**config.mk**
```make
export PLATFORM = sky130hd
export DESIGN_NAME = fsp_top
export DESIGN_NICKNAME = d
export VERILOG_FILES = /design/src/hdl/fsp_pkg.sv /design/src/hdl/fsp_top.sv
export SDC_FILE = /design/constraint.sdc
export NUM_CORES = 2
export LEC_CHECK = 0
export BUFFER_PORTS_ARGS = -buffer_cell sky130_fd_sc_hd__buf_2
export CAP_MARGIN = 20
export CORE_MARGIN = 1
export CORE_UTILIZATION = 25
export DETAILED_ROUTE_END_ITERATION = 16
export PLACE_DENSITY = 0.49
export SKIP_LAST_GASP = 1
export SYNTH_ARGS = -nofsm -noshare
export SYNTH_HDL_FRONTEND = slang
export SYNTH_SLANG_ARGS = --single-unit
```
**constraint.sdc**
```tcl
create_clock -name clk -period 13.32 [get_ports clk]
set_clock_uncertainty 0.05 [all_clocks]
set_input_delay 1.998 -clock clk [delete_from_list [all_inputs] [get_ports clk]]
set_output_delay 1.998 -clock clk [all_outputs]
set_load 0.02 [all_outputs]
```
**src/hdl/fsp_pkg.sv**
```systemverilog
// Operation
// - Block frequency evaluation while all three line voltages are below minimum.
// - In step modes raise alarm at once when any phase passes pickup, unblocked.
// - Start the supervision interval timer together with that alarm.
// - Trip when, inside the interval, pickup holds and the change reaches the step.
// - No trip when the interval ends before the change reaches the step.
// - After a trip-less interval stay inhibited until pickup is newly crossed.
// - Over variant counts rise, under variant counts fall, compared as magnitude.
// - Start a new cycle-duration measurement at every zero crossing.
// - Compare cycle duration with a reference; early or late gives the angle.
// - Trip immediately, without delay, when the surge angle exceeds threshold.
// - Suppress surge tripping while any measuring phase is lost.
// - Setting chooses whether three, two or one phase must exceed.
// - When the phase condition holds and unblocked, raise alarm and trip together.
// - Surge detection must recognise mains failure within 60 ms.
// - Block surge measurement at low voltage, faster than a surge trip.
// - Slow frequency drift must not cause a trip.
package fsp_pkg;
  // Clock and time base
  localparam int unsigned CLK_PERIOD_NS = 25;
  localparam int unsigned TICK_NS       = 1000000;
  localparam int unsigned TICK_CYCLES   = TICK_NS / CLK_PERIOD_NS;
  localparam int unsigned DETECT_MS     = 60;
  // Widths
  localparam int unsigned FW = 16;
  localparam int unsigned CW = 20;
  localparam int unsigned PW = 40;
  localparam int unsigned REF_SHIFT = 4;
  localparam logic [PW-1:0] ANG_FULL = 40'h0000000e10;  // Tenths of degree per cycle
  localparam logic [CW-1:0] CNT_MAX  = 20'hfffff;
  // Register offsets
  localparam logic [11:0] OFS_CTRL     = 12'h000;
  localparam logic [11:0] OFS_PICKUP   = 12'h004;
  localparam logic [11:0] OFS_STEP     = 12'h008;
  localparam logic [11:0] OFS_INTERVAL = 12'h00c;
  localparam logic [11:0] OFS_UV       = 12'h010;
  localparam logic [11:0] OFS_SURGE    = 12'h014;
  localparam logic [11:0] OFS_STATUS   = 12'h018;
  localparam logic [11:0] OFS_IRQ_STAT = 12'h01c;
  localparam logic [11:0] OFS_IRQ_MASK = 12'h020;
  localparam logic [11:0] OFS_DEV      = 12'h024;
  // Control fields
  localparam int unsigned CTRL_MODE_LSB = 0;
  localparam int unsigned CTRL_SEL_LSB  = 2;
  localparam int unsigned CTRL_BLOCK    = 4;
  localparam int unsigned CTRL_ACK      = 5;
  // Modes and phase selections
  localparam logic [1:0] MODE_OFF   = 2'h0;
  localparam logic [1:0] MODE_UNDER = 2'h1;
  localparam logic [1:0] MODE_OVER  = 2'h2;
  localparam logic [1:0] MODE_SURGE = 2'h3;
  localparam logic [1:0] SEL_ALL = 2'h0;
  localparam logic [1:0] SEL_TWO = 2'h1;
  localparam logic [1:0] SEL_ONE = 2'h2;
  // Interrupt bits
  localparam int unsigned IRQ_W     = 4;
  localparam int unsigned IRQ_ALARM = 0;
  localparam int unsigned IRQ_TRIP  = 1;
  localparam int unsigned IRQ_EXPIRE = 2;
  localparam int unsigned IRQ_BLOCK = 3;
  // Reset values
  localparam logic [5:0]    CTRL_RST     = 6'h00;
  localparam logic [FW-1:0] PICKUP_RST   = 16'h0000;
  localparam logic [FW-1:0] STEP_RST     = 16'hffff;
  localparam logic [FW-1:0] INTERVAL_RST = 16'h0064;
  localparam logic [FW-1:0] UV_RST       = 16'h0000;
  localparam logic [FW-1:0] SURGE_RST    = 16'h0064;
  // Frequency step states
  typedef enum logic [3:0] {
    FS_ARMED = 4'b0001,
    FS_RUN   = 4'b0010,
    FS_TRIP  = 4'b0100,
    FS_INHIB = 4'b1000
  } fsp_state_t;
endpackage : fsp_pkg

```
**src/hdl/fsp_top.sv**
```systemverilog
`timescale 1ns/100ps
module fsp_top import fsp_pkg::*; #(
  parameter int unsigned TICK_LEN = TICK_CYCLES
) (
  // Clock and reset
  input  wire logic          clk,
  input  wire logic          arst_n,
  // AHB-Lite slave
  input  wire logic          hsel,
  input  wire logic [31:0]   haddr,
  input  wire logic [1:0]    htrans,
  input  wire logic          hwrite,
  input  wire logic [2:0]    hsize,
  input  wire logic [31:0]   hwdata,
  input  wire logic          hready,
  output logic               hreadyout,
  output logic [31:0]        hrdata,
  output logic               hresp,
  // Measurement front end
  input  wire logic [FW-1:0] line_voltage_ab,
  input  wire logic [FW-1:0] line_voltage_bc,
  input  wire logic [FW-1:0] line_voltage_ca,
  input  wire logic [FW-1:0] freq_ab,
  input  wire logic [FW-1:0] freq_bc,
  input  wire logic [FW-1:0] freq_ca,
  input  wire logic [2:0]    zero_cross,
  input  wire logic [2:0]    phase_lost,
  input  wire logic          block_cmd,
  // Protection outputs
  output logic               alarm,
  output logic               trip,
  output logic               irq
);

  // Registers
  logic [5:0]       ctrl_r;
  logic [FW-1:0]    pickup_r, step_r, interval_r, uv_r, surge_r;
  logic [IRQ_W-1:0] irq_stat_r, irq_mask_r;
  logic [11:0]      addr_r;
  logic             wr_pend_r, rd_pend_r, rd_done_r;
  logic [31:0]      hrdata_r;
  fsp_state_t       state_r, state_nxt;
  logic [FW-1:0]    ref_f_r, timer_r;
  logic [31:0]      tick_cnt_r;
  logic             pick_q_r, alarm_r, trip_r, surge_lat_r, fblk_q_r;
  logic [CW-1:0]    dev_last_r;

  // Bus decode
  wire        take    = hsel & htrans[1] & hready;
  wire        rd_wait = rd_pend_r & ~rd_done_r;
  wire        wr_en   = wr_pend_r;
  wire        wr_ctrl = wr_en & (addr_r == OFS_CTRL);
  wire        wr_pick = wr_en & (addr_r == OFS_PICKUP);
  wire        wr_step = wr_en & (addr_r == OFS_STEP);
  wire        wr_intv = wr_en & (addr_r == OFS_INTERVAL);
  wire        wr_uv   = wr_en & (addr_r == OFS_UV);
  wire        wr_surg = wr_en & (addr_r == OFS_SURGE);
  wire        wr_istat = wr_en & (addr_r == OFS_IRQ_STAT);
  wire        wr_imask = wr_en & (addr_r == OFS_IRQ_MASK);
  wire        ack     = wr_ctrl & hwdata[CTRL_ACK];
  wire [1:0]  mode    = ctrl_r[CTRL_MODE_LSB +: 2];
  wire [1:0]  sel     = ctrl_r[CTRL_SEL_LSB +: 2];
  wire        blk     = ctrl_r[CTRL_BLOCK] | block_cmd;
  assign hreadyout = ~rd_wait;
  assign hresp     = 1'b0;
  assign hrdata    = hrdata_r;

  // Bus phase tracking
  always_ff @(posedge clk or negedge arst_n) begin
    if (!arst_n) begin
      addr_r    <= 12'h000;
      wr_pend_r <= 1'b0;
      rd_pend_r <= 1'b0;
      rd_done_r <= 1'b0;
    end else begin
      if (take) addr_r <= haddr[11:0];
      wr_pend_r <= take & hwrite;
      rd_pend_r <= rd_wait | (take & ~hwrite);
      rd_done_r <= rd_wait;
    end
  end

  // Voltage lockouts
  wire [2:0] v_low;
  assign v_low[0] = line_voltage_ab < uv_r;
  assign v_low[1] = line_voltage_bc < uv_r;
  assign v_low[2] = line_voltage_ca < uv_r;
  wire freq_blk = &v_low;
  wire any_low  = |v_low;

  // Frequency pickup and step magnitude
  wire        over      = mode == MODE_OVER;
  wire        step_mode = (mode == MODE_UNDER) | over;
  wire [FW-1:0] fmin_ab = (freq_ab < freq_bc) ? freq_ab : freq_bc;
  wire [FW-1:0] fmax_ab = (freq_ab > freq_bc) ? freq_ab : freq_bc;
  wire [FW-1:0] fmin    = (fmin_ab < freq_ca) ? fmin_ab : freq_ca;
  wire [FW-1:0] fmax    = (fmax_ab > freq_ca) ? fmax_ab : freq_ca;
  wire [FW-1:0] fext    = over ? fmax : fmin;
  wire        pick_any  = over ? (fmax > pickup_r) : (fmin < pickup_r);
  wire        pickup    = step_mode & pick_any & ~freq_blk & ~blk;
  wire        moved     = over ? (fext > ref_f_r) : (fext < ref_f_r);
  wire [FW-1:0] delta   = over ? fext - ref_f_r : ref_f_r - fext;
  wire        step_hit  = moved & (delta >= step_r);
  wire        tick      = tick_cnt_r == TICK_LEN - 1;
  wire        expired   = (state_r == FS_RUN) & (timer_r == '0);
  wire        new_cross = pickup & ~pick_q_r;

  // Frequency step sequence
  always_comb begin
    state_nxt = state_r;
    case (state_r)
      FS_ARMED: if (pickup) state_nxt = FS_RUN;
      FS_RUN: begin
        if (!pickup) state_nxt = FS_ARMED;
        else if (step_hit) state_nxt = FS_TRIP;
        else if (expired) state_nxt = FS_INHIB;
      end
      FS_TRIP:  if (!pickup) state_nxt = FS_ARMED;
      FS_INHIB: if (new_cross) state_nxt = FS_RUN;
      default:  state_nxt = FS_ARMED;
    endcase
    if (!step_mode) state_nxt = FS_ARMED;
  end

  wire start_run = (state_nxt == FS_RUN) & (state_r != FS_RUN);

  // Sequence state, interval timer and reference frequency
  always_ff @(posedge clk or negedge arst_n) begin
    if (!arst_n) begin
      state_r    <= FS_ARMED;
      tick_cnt_r <= 32'h00000000;
      timer_r    <= '0;
      ref_f_r    <= '0;
      pick_q_r   <= 1'b0;
    end else begin
      state_r    <= state_nxt;
      pick_q_r   <= pickup;
      tick_cnt_r <= tick ? 32'h00000000 : tick_cnt_r + 32'h00000001;
      if (start_run) begin
        timer_r <= interval_r;
        ref_f_r <= fext;
      end else if (tick && timer_r != '0) begin
        timer_r <= timer_r - 1'b1;
      end
    end
  end

  // Vector surge, one channel per phase
  wire             surge_mode = mode == MODE_SURGE;
  wire             surge_rst  = ~surge_mode | any_low;
  logic [2:0]      hit;
  logic [CW-1:0]   dev_w [3];

  for (genvar i = 0; i < 3; i++) begin : g_ph
    logic [CW-1:0] cnt_r, ref_r;
    logic          refv_r, hit_r, seen_r;
    wire  [CW-1:0] dev   = (cnt_r >= ref_r) ? cnt_r - ref_r : ref_r - cnt_r;
    wire  [PW-1:0] lhs   = PW'(dev) * ANG_FULL;
    wire  [PW-1:0] rhs   = PW'(surge_r) * PW'(ref_r);
    wire           exceed = refv_r & (lhs > rhs);
    wire signed [CW:0] diff = $signed({1'b0, cnt_r}) - $signed({1'b0, ref_r});
    wire signed [CW:0] corr = diff >>> REF_SHIFT;
    assign dev_w[i] = dev;
    assign hit[i]   = hit_r;
    always_ff @(posedge clk or negedge arst_n) begin
      if (!arst_n) begin
        cnt_r  <= '0;
        ref_r  <= '0;
        refv_r <= 1'b0;
        hit_r  <= 1'b0;
        seen_r <= 1'b0;
      end else if (surge_rst || phase_lost[i]) begin
        cnt_r  <= '0;
        refv_r <= 1'b0;
        hit_r  <= 1'b0;
        seen_r <= 1'b0;
      end else if (zero_cross[i]) begin
        cnt_r  <= {{(CW-1){1'b0}}, 1'b1};
        seen_r <= 1'b1;
        hit_r  <= exceed;
        if (!refv_r) begin
          // A partial count since arming must never become the reference
          if (seen_r) begin
            ref_r  <= cnt_r;
            refv_r <= 1'b1;
          end
        end else if (!exceed) begin
          ref_r <= ref_r + corr[CW-1:0];
        end
      end else if (cnt_r == CNT_MAX) begin
        refv_r <= 1'b0;
        seen_r <= 1'b0;
      end else begin
        cnt_r <= cnt_r + 1'b1;
      end
    end
  end

  // Phase count selection
  wire [1:0] n_hit = {1'b0, hit[0]} + {1'b0, hit[1]} + {1'b0, hit[2]};
  wire [1:0] need  = (sel == SEL_ONE) ? 2'h1 : (sel == SEL_TWO) ? 2'h2 : 2'h3;
  wire surge_go = surge_mode & (n_hit >= need) & ~|phase_lost & ~any_low & ~blk;

  // Output and interrupt events
  wire             lat_nxt   = surge_go | (surge_lat_r & surge_mode & ~ack);
  wire             alarm_nxt = pickup | lat_nxt;
  wire             trip_nxt  = (state_nxt == FS_TRIP) | lat_nxt;
  wire [IRQ_W-1:0] ev;
  assign ev[IRQ_ALARM]  = alarm_nxt & ~alarm_r;
  assign ev[IRQ_TRIP]   = trip_nxt & ~trip_r;
  assign ev[IRQ_EXPIRE] = (state_r == FS_RUN) & (state_nxt == FS_INHIB);
  assign ev[IRQ_BLOCK]  = freq_blk & ~fblk_q_r;
  wire [IRQ_W-1:0] clr = wr_istat ? hwdata[IRQ_W-1:0] : '0;

  always_ff @(posedge clk or negedge arst_n) begin
    if (!arst_n) begin
      alarm_r     <= 1'b0;
      trip_r      <= 1'b0;
      surge_lat_r <= 1'b0;
      fblk_q_r    <= 1'b0;
      irq_stat_r  <= '0;
      dev_last_r  <= '0;
    end else begin
      alarm_r     <= alarm_nxt;
      trip_r      <= trip_nxt;
      surge_lat_r <= lat_nxt;
      fblk_q_r    <= freq_blk;
      irq_stat_r  <= (irq_stat_r & ~clr) | ev;  // Set wins over clear
      if (zero_cross[0]) dev_last_r <= dev_w[0];
    end
  end

  assign alarm = alarm_r;
  assign trip  = trip_r;
  assign irq   = |(irq_stat_r & irq_mask_r);

  // Software settings
  always_ff @(posedge clk or negedge arst_n) begin
    if (!arst_n) begin
      ctrl_r     <= CTRL_RST;
      pickup_r   <= PICKUP_RST;
      step_r     <= STEP_RST;
      interval_r <= INTERVAL_RST;
      uv_r       <= UV_RST;
      surge_r    <= SURGE_RST;
      irq_mask_r <= '0;
    end else begin
      if (wr_ctrl) ctrl_r <= {1'b0, hwdata[CTRL_BLOCK:0]};
      if (wr_pick) pickup_r <= hwdata[FW-1:0];
      if (wr_step) step_r <= hwdata[FW-1:0];
      if (wr_intv) interval_r <= hwdata[FW-1:0];
      if (wr_uv) uv_r <= hwdata[FW-1:0];
      if (wr_surg) surge_r <= hwdata[FW-1:0];
      if (wr_imask) irq_mask_r <= hwdata[IRQ_W-1:0];
    end
  end

  // Read mux
  wire [31:0] status = {21'h0, hit, any_low, freq_blk, trip_r, alarm_r, state_r};
  wire [31:0] rd_mux =
    (addr_r == OFS_CTRL)     ? {26'h0, ctrl_r} :
    (addr_r == OFS_PICKUP)   ? {16'h0, pickup_r} :
    (addr_r == OFS_STEP)     ? {16'h0, step_r} :
    (addr_r == OFS_INTERVAL) ? {16'h0, interval_r} :
    (addr_r == OFS_UV)       ? {16'h0, uv_r} :
    (addr_r == OFS_SURGE)    ? {16'h0, surge_r} :
    (addr_r == OFS_STATUS)   ? status :
    (addr_r == OFS_IRQ_STAT) ? {28'h0, irq_stat_r} :
    (addr_r == OFS_IRQ_MASK) ? {28'h0, irq_mask_r} :
    (addr_r == OFS_DEV)      ? {12'h0, dev_last_r} : 32'h00000000;

  // Read data capture during the wait cycle
  always_ff @(posedge clk or negedge arst_n) begin
    if (!arst_n) hrdata_r <= 32'h00000000;
    else if (rd_wait) hrdata_r <= rd_mux;
  end

endmodule : fsp_top

```
# --- Word level (Yosys, flattened, before mapping) ---
# Cells that the tools add are included.
totals:
  reg_bits: 362
  in_bits: 177
  output_inout_bits: 37
  wordCells: 281
classes:
  addsub: 21
  mul: 6
  order_cmp: 19
  n_eq_ne: 32
  mux: 80
  n_bitwise: 60
  n_reduce_logical: 25
op_table:
  columns: ["op", "n"]
  rows:
  - ["$mux W20", 31]
  - ["$mux W16", 8]
  - ["$sub A20 B20 Y20", 6]
  - ["$lt A16 B16 Y1", 7]
  - ["$gt A32 B36 Y1", 3]
  - ["$mul A16 B20 Y36", 3]
  - ["$mul A20 B8 Y28 const B", 3]
  - ["$gt A16 B16 Y1", 4]
  - ["$sub A20 B20 Y21", 3]
  - ["$add A20 B1 Y20 const B", 3]
  - ["$add A20 B20 Y20", 3]
  - ["$eq A20 B20 Y1 const B", 3]
  - ["$ge A20 B20 Y1", 3]
  - ["$eq A12 B5 Y1 const B", 4]
  - ["$and A1 B1 Y1", 34]
  - ["$add A32 B1 Y32 const B", 1]
  - ["$eq A32 B16 Y1 const B", 1]
  - ["$mux W32", 1]
  - ["$mux W4", 8]
  - ["$sub A16 B16 Y16", 2]
  - ["$mux W1", 30]
  - ["$eq A12 B4 Y1 const B", 2]
  - ["$eq A12 B6 Y1 const B", 2]
  - ["$ge A16 B16 Y1", 1]
  - ["33 further kinds", 77]

# --- Depth between registers and ports, before layout ---
depth:
  depth_word: 17
  mapped_depth: 53
  mapped_depth_nobuf: 48

# --- Worst setup path before layout ---
# No wires, ideal clock.
synth_timing:
  kind: "in2reg"
  from: "in freq_bc[11]"
  to: "reg irq_stat_r[1]"
  setup_ns: 0.121
  t_arrival_ns: 10.167
  t_required_ns: 13.149
  slack_ns: 2.982
  path_stages: 41
  n_path_buf: 4
  cell_sequence: "inv_1 -> ha_1 -> and4_1 -> a2111oi_2 -> or2_2 -> nand3_2 -> nand2_1 -> buf_1 -> mux2_2 -> ha_1 -> nand2_1 -> nor4_1 -> a21boi_0 -> o31a_1 -> clkbuf_1 -> clkbuf_1 -> clkbuf_1 -> nand2_1 -> (+5 left out) -> a31oi_1 -> a221o_1 -> a221o_1 -> a31oi_1 -> o221ai_1 -> a41o_1 -> a221oi_1 -> xnor2_1 -> ha_1 -> a21oi_1 -> nor2b_1 -> a2111oi_0 -> nand2_1 -> a211oi_1 -> nor3_1 -> a31oi_1 -> o21ai_1 -> a22o_1"
synth_between:
  elab_chain_len: 17
  word_cells_on_any_way: 35
  classes_between: "add/sub (2); order compare (9); eq/ne (1); mux (15); bitwise (8)"
synth_rtl:
  columns: ["element", "line_no", "source"]
  rows:
  - ["start, declared", "fsp_top.sv:24", "input wire logic [FW-1:0] freq_bc,"]
  - ["$lt A16 B16 Y1 or $gt A16 B16 Y1 (tied branches)", "fsp_top.sv:94, fsp_top.sv:95", null]
  - ["$mux W16, on equally long branches", "fsp_top.sv:94, fsp_top.sv:95", null]
  - ["$lt A16 B16 Y1 or $gt A16 B16 Y1 (tied branches)", "fsp_top.sv:96, fsp_top.sv:97", null]
  - ["$mux W16, on equally long branches", "fsp_top.sv:96, fsp_top.sv:97", null]
  - ["$mux W16 (*)", "fsp_top.sv:98", "wire [FW-1:0] fext = over ? fmax : fmin;"]
  - ["via fext[2]", "fsp_top.sv:98", null]
  - ["$sub A16 B16 Y16", "fsp_top.sv:102", "wire [FW-1:0] delta = over ? fext - ref_f_r : ref_f_r - fext;"]
  - ["$mux W16", "fsp_top.sv:102", null]
  - ["(+3 left out)", null, null]
  - ["$mux W4 (*)", "fsp_top.sv:114", "if (!pickup) state_nxt = FS_ARMED;"]
  - ["$pmux W4 S4 (*)", "fsp_top.sv:111", "case (state_r)"]
  - ["$mux W4 (*)", "fsp_top.sv:122", "if (!step_mode) state_nxt = FS_ARMED;"]
  - ["$eq A4 B3 Y1 (*)", "fsp_top.sv:207", "wire trip_nxt = (state_nxt == FS_TRIP) | lat_nxt;"]
  - ["$or A1 B1 Y1 (*)", "fsp_top.sv:207", null]
  - ["via trip_nxt", "fsp_top.sv:207", null]
  - ["$and A1 B1 Y1 (*)", "fsp_top.sv:210", "assign ev[IRQ_TRIP] = trip_nxt & ~trip_r;"]
  - ["$or A4 B4 Y4 (*)", "fsp_top.sv:228", "irq_stat_r <= (irq_stat_r & ~clr) | ev;"]
  - ["end signal, assigned", "fsp_top.sv:228", null]
  - ["end, declared", "fsp_top.sv:38", "logic [IRQ_W-1:0] irq_stat_r, irq_mask_r;"]
# The timed path passes the listed nets; every way through them passes the cells marked *.
# A chain may end at the register's enable or synchronous reset.

# --- Worst setup path after layout ---
layout_timing:
  from: "reg g_ph[0].ref_r[2]"
  to: "reg g_ph[0].ref_r[19]"
layout_between:
  elab_chain_len: 7
  word_cells_on_any_way: 14
  classes_between: "add/sub (4); mul (2); order compare (2); eq/ne (1); mux (3); bitwise (1); reduce/logical (1)"
layout_rtl:
  columns: ["element", "line_no", "source"]
  rows:
  - ["start, declared", "fsp_top.sv:155", "logic [CW-1:0] cnt_r, ref_r;"]
  - ["start signal, assigned", "fsp_top.sv:184", "ref_r <= cnt_r;"]
  - ["start signal, assigned", "fsp_top.sv:188", "ref_r <= ref_r + corr[CW-1:0];"]
  - ["$sub A20 B20 Y20 or $ge A20 B20 Y1 (tied branches)", "fsp_top.sv:157", "wire [CW-1:0] dev = (cnt_r >= ref_r) ? cnt_r - ref_r : ref_r - cnt_r;"]
  - ["$mux W20 (*)", "fsp_top.sv:157", null]
  - ["via g_ph[0].dev[2]", "fsp_top.sv:157", null]
  - ["$mul A20 B8 Y28 (*)", "fsp_top.sv:158", "wire [PW-1:0] lhs = PW'(dev) * ANG_FULL;"]
  - ["$gt A32 B36 Y1 (*)", "fsp_top.sv:160", "wire exceed = refv_r & (lhs > rhs);"]
  - ["$and A1 B1 Y1 (*)", "fsp_top.sv:160", null]
  - ["$ne A2 B2 Y1 (no source line) (*)", null, null]
  - ["$reduce_and A4 Y1 (no source line) (*)", null, null]
# The timed path passes the listed nets; every way through them passes the cells marked *. The select of a mux whose other input is x is not followed.

==> results.md <==
- The run finished with clean final reports.
- After the flow finishes, the layout carries non-filler instances totaling 11800.
- The most common cell in the synthesized netlist is inv_1.
- The post-synthesis cell area is 69700 µm².
- The synthesized netlist contains 99 unique library cells.
- Once placement completed, the tool counted placed cells totaling 11700.
- Tracing the worst setup path back leads to its startpoint at g_ph[0].ref_r[2].
- The routability-driven placement congestion ratio is 0.885.
- The worst hold-check slack is 0.390 ns.
- The data arrival time of the worst path is 12.79 ns.
- The internal portion of the total power is 0.00451 W.
- The core region is 277000 µm².
- The horizontal die dimension is 530 µm.
- The final HPWL from detailed placement is 162 mm.
- For this run, the number of Yosys warnings is 0.
- Of the cells placed in the final design, the portion with a size suffix greater than 1 is 0.0723.
- The static power due to leakage is 36.7 nW.
- The clock-pin slew on the worst setup and hold paths is 0.06 ns.
- Summed over all layers, the global routing overflow is 0.
- The number of global-route vias before repair is 56700.
- The number of DRC violations after detailed-routing iteration 0 is 3114.
- Pin placement for this block handled 214 I/O pins.
- The count of mapped cells out of synthesis is 8088.
- Counting cells, the worst reg-to-reg path comes to 46.
- The total count of hold-check failures in the final report is 0.
- The flip-flop and latch count after synthesis is 350.
- STA classifies the critical path startpoint as a flop.
- The transition time at the pin with the least slew margin is 1.09 ns.
- Following the worst setup path forward leads to its endpoint at g_ph[0].ref_r[19].
- The power per cell area is 118 nW/µm².
- By area the synthesized netlist is led by fa_1 (25%), ha_1 (18%), dfrtp_1 (12%), inv_1 (6.9%), nand2_1 (5.7%).
- The insertion delay of the later-clocked pin in the worst-skew pair is 0.67 ns.
- The critical path's slowest cell is dfrtp_1.
- Of the total power, registers draw 0.138.
- The count of H-tree levels built during CTS is 2.
- The internal reg-to-reg setup slack is 1.0 ns.
- The routed wirelength normalized by instance count is 17.1 µm.
- The switching portion of total power is 0.497.
- The worst register-to-register path ends at g_ph[0].ref_r[19].
- Of the available clock period, the critical path in the final layout requires 0.925.
- Setup repair after global routing left no endpoint under its margin.
- The total die area is 281000 µm².
- For this run, the register share of the synthesized area comes to 0.126.
- The combinational family with the most area after synthesis is adder cells.
- The quantity of I/O buffers inserted on ports is 160.
- Clock tree synthesis found a total of 350 sinks.
- For this run, the slowest stage of the critical path takes 0.91 ns.
- The initial utilization of the core area, before any placement, comes to 0.252.
- The startpoint identified for the worst register-to-register timing path is g_ph[0].ref_r[2].
- The post-CTS setup buffer count is 0.
- Buffers inserted during clock tree synthesis total 48.
- The final-layout setup total negative slack is 0 ns.
- Of the total synthesized cell area, the portion taken by full adders, half adders and majority gates is 0.422.
- The maximum net fanout on the critical path is 41.
- The area fraction in compound gates after synthesis is 0.120.
- Of the total synthesized cell area, the portion taken by XOR and XNOR cells is 0.0519.
- Of the total power, combinational logic draws 0.711.
- The maximum number of pins on one net before global-route repair is 139.
- The routed design has 202 mm of wire.
- For this run, the detailed router's first-pass iteration total came to 8.
- The total number of placement rows is 193.
- Of the total synthesized cell area, the portion taken by AND, OR, NAND and NOR gates is 0.152.
- VDD sags by at most 0.308 mV.
- Of the total power, the clock network draws 0.151.
- The area share of the largest cell type after synthesis is 0.246.
- The worst pin sits at a relative slew slack of 0.276.
- The final critical-path required period is 12.32 ns.
- The relative area change from synthesis to final layout is 9.22%.
- The tree is rooted in a clkbuf_16.
- Derived from the worst setup path, the maximum achievable clock frequency is 81.1 MHz.
- Of all cell types, the one taking the most synthesized area is fa_1.
- The floorplan step set the die height to 530 µm.
- The total of endpoints with negative setup slack in the final report is 0.
- The number of slew-limit violations in the final report is 0.
- The setup path with the least slack is of type flop to flop.
- The commonest cells after synthesis are inv_1 (1283), nand2_1 (1059), ha_1 (977), fa_1 (858), a21oi_1 (362).
- Across the run, the number of max-cap violations was 0.
- TritonCTS built the clock tree.
- In the synthesized netlist the async set-or-reset flop fraction comes to 1.00.
- Once detail routing completed, the nets flagged for antenna violations numbered 0.
- The required time reported for the critical path endpoint is 13.79 ns.
- The min-delay analysis places its worst path in the category flop to flop.
- The endpoint kind of the worst setup timing path is a flop.
- The multiplexer share of the synthesized area is 0.0370.
- The net switching power is 0.00446 W.
- The most instantiated flip-flop cell in the synthesis netlist is dfrtp_1.
- The overall routing resource usage is 0.144.
- The number of enable-type register cells in the synthesized netlist is 0.
- The final layout contains 10000 nets.
- The initial antenna violation count is 13.
- The total number of vias is 54900.
- Dividing the synthesized area by the synthesized cell count gives 8.62 µm².
- The overall power consumption is 0.00897 W.
- The first global-routing pass estimated 322 mm of wire.
- The via density per instance is 4.66.
- The worst-case clock buffer depth is 3.
- In the routed design, unresolved DRC markers number 0.
==> power groups by stage <==
stage / registers (W) / clock network, W / logic, W
after floorplan: 0.00120 / 0 / 0.00460
after global placement: 0.00125 / 0 / 0.00635
after detailed placement: 0.00125 / 0 / 0.00644
after CTS: 0.00124 / 0.00141 / 0.00649
after global routing: 0.00125 / 0.00144 / 0.00723
final: 0.00124 / 0.00135 / 0.00638
==> flip-flops by register name, indices dropped and copies added, names as in the netlist, 4 cells and up <==
signal,cells
g_ph.cnt_r,60
g_ph.ref_r,60
tick_cnt_r,32
dev_last_r,20
hrdata,20
interval_r,16
pickup_r,16
ref_f_r,16
step_r,16
surge_r,16
timer_r,16
uv_r,16
addr_r,12
ctrl_r,5
irq_mask_r,4
irq_stat_r,4
state_r,4
==> area by class of cell <==
class | instances | area (µm²)
diodes | 9 | 22.5
fillers | 29700 | 201000
clock inverters | 21 | 265
inverters | 1284 | 4820
multi-input cells | 6088 | 54600
repair buffers | 262 | 1600
flip-flops and latches | 350 | 8800
well taps | 3705 | 4640
clock buffers | 68 | 1350
==> through the flow <==
stage / setup slack (ns) / utilization / instance area [µm²]
after floorplan: 2.98 / - / 69800
after global placement: 1.07 / 0.269 / 74500
after detailed placement: 1.19 / 0.269 / 74500
after CTS: 1.07 / 0.275 / 76100
after global routing: 0.0308 / 0.275 / 76100
final: 0.996 / 0.275 / 76100
==> how the worst min path moves through the flow <==
stage / startpoint / end / slack (ns) / depth (start not counted)
6_report: fblk_q_r / irq_stat_r[3] / 0.39 / 1
5_1_grt: fblk_q_r / irq_stat_r[3] / 0.40 / 1
4_1_cts: fblk_q_r / irq_stat_r[3] / 0.39 / 1
3_5_place_dp: fblk_q_r / irq_stat_r[3] / 0.39 / 1
3_3_place_gp: fblk_q_r / irq_stat_r[3] / 0.36 / 1
2_1_floorplan: fblk_q_r / irq_stat_r[3] / 0.36 / 1
==> repair_timing <==
item	CTS	global route
hold buffers	0	0
endpoints found under the setup margin	0	1
gates resized for setup	0	1
==> routing by layer <==
metal / global-route usage / vias up / share of wire
li1: - / 26200 / -
met1: 0.196 / 27600 / 0.47
met2: 0.243 / 937 / 0.47
met3: 0.0131 / 219 / 0.033
met4: 0.0355 / 2 / 0.025
met5: 0 / - / 0.000050
==> logic make-up after synthesis <==
logic type      Yosys count
compound gates         1317
xor+xnor                413
fa+ha+maj              1836
buf+inv                1662
flops                   350
mux                     238
other cells               1
simple gates           2271
==> critical path: cells and delay by family (launching register included) <==
kind,cells,cell delay [ns]
AOI/OAI and AO/OA,21,5.24
xor gates and xnor gates,2,0.86
adders and majority gates,8,2.79
buffers and inverters,7,1.07
DFF,1,0.91
muxes,1,0.12
and+or+nand+nor,7,1.09
==> layout by cell type (no fill, tap or decap), types with 35 or more instances in the layout <==
cell type	instances
buf_2	159
a21oi_1	362
o21a_1	40
nand2b_1	63
a21o_1	164
clkbuf_16	49
ha_1	977
nor3_1	101
xnor2_1	287
xor2_1	126
and3_1	48
buf_4	100
a211oi_1	55
fa_1	858
mux2i_1	83
a31oi_1	39
or3_1	35
nand4_1	63
mux2_2	154
and2_1	302
inv_1	1283
nand2_1	1059
o21bai_1	50
o21ai_0	318
nand3_1	95
dfrtp_1	313
nor2_1	327
o21ai_1	44
nor2b_1	76
Note: power is estimated with default switching activity, not from simulation.
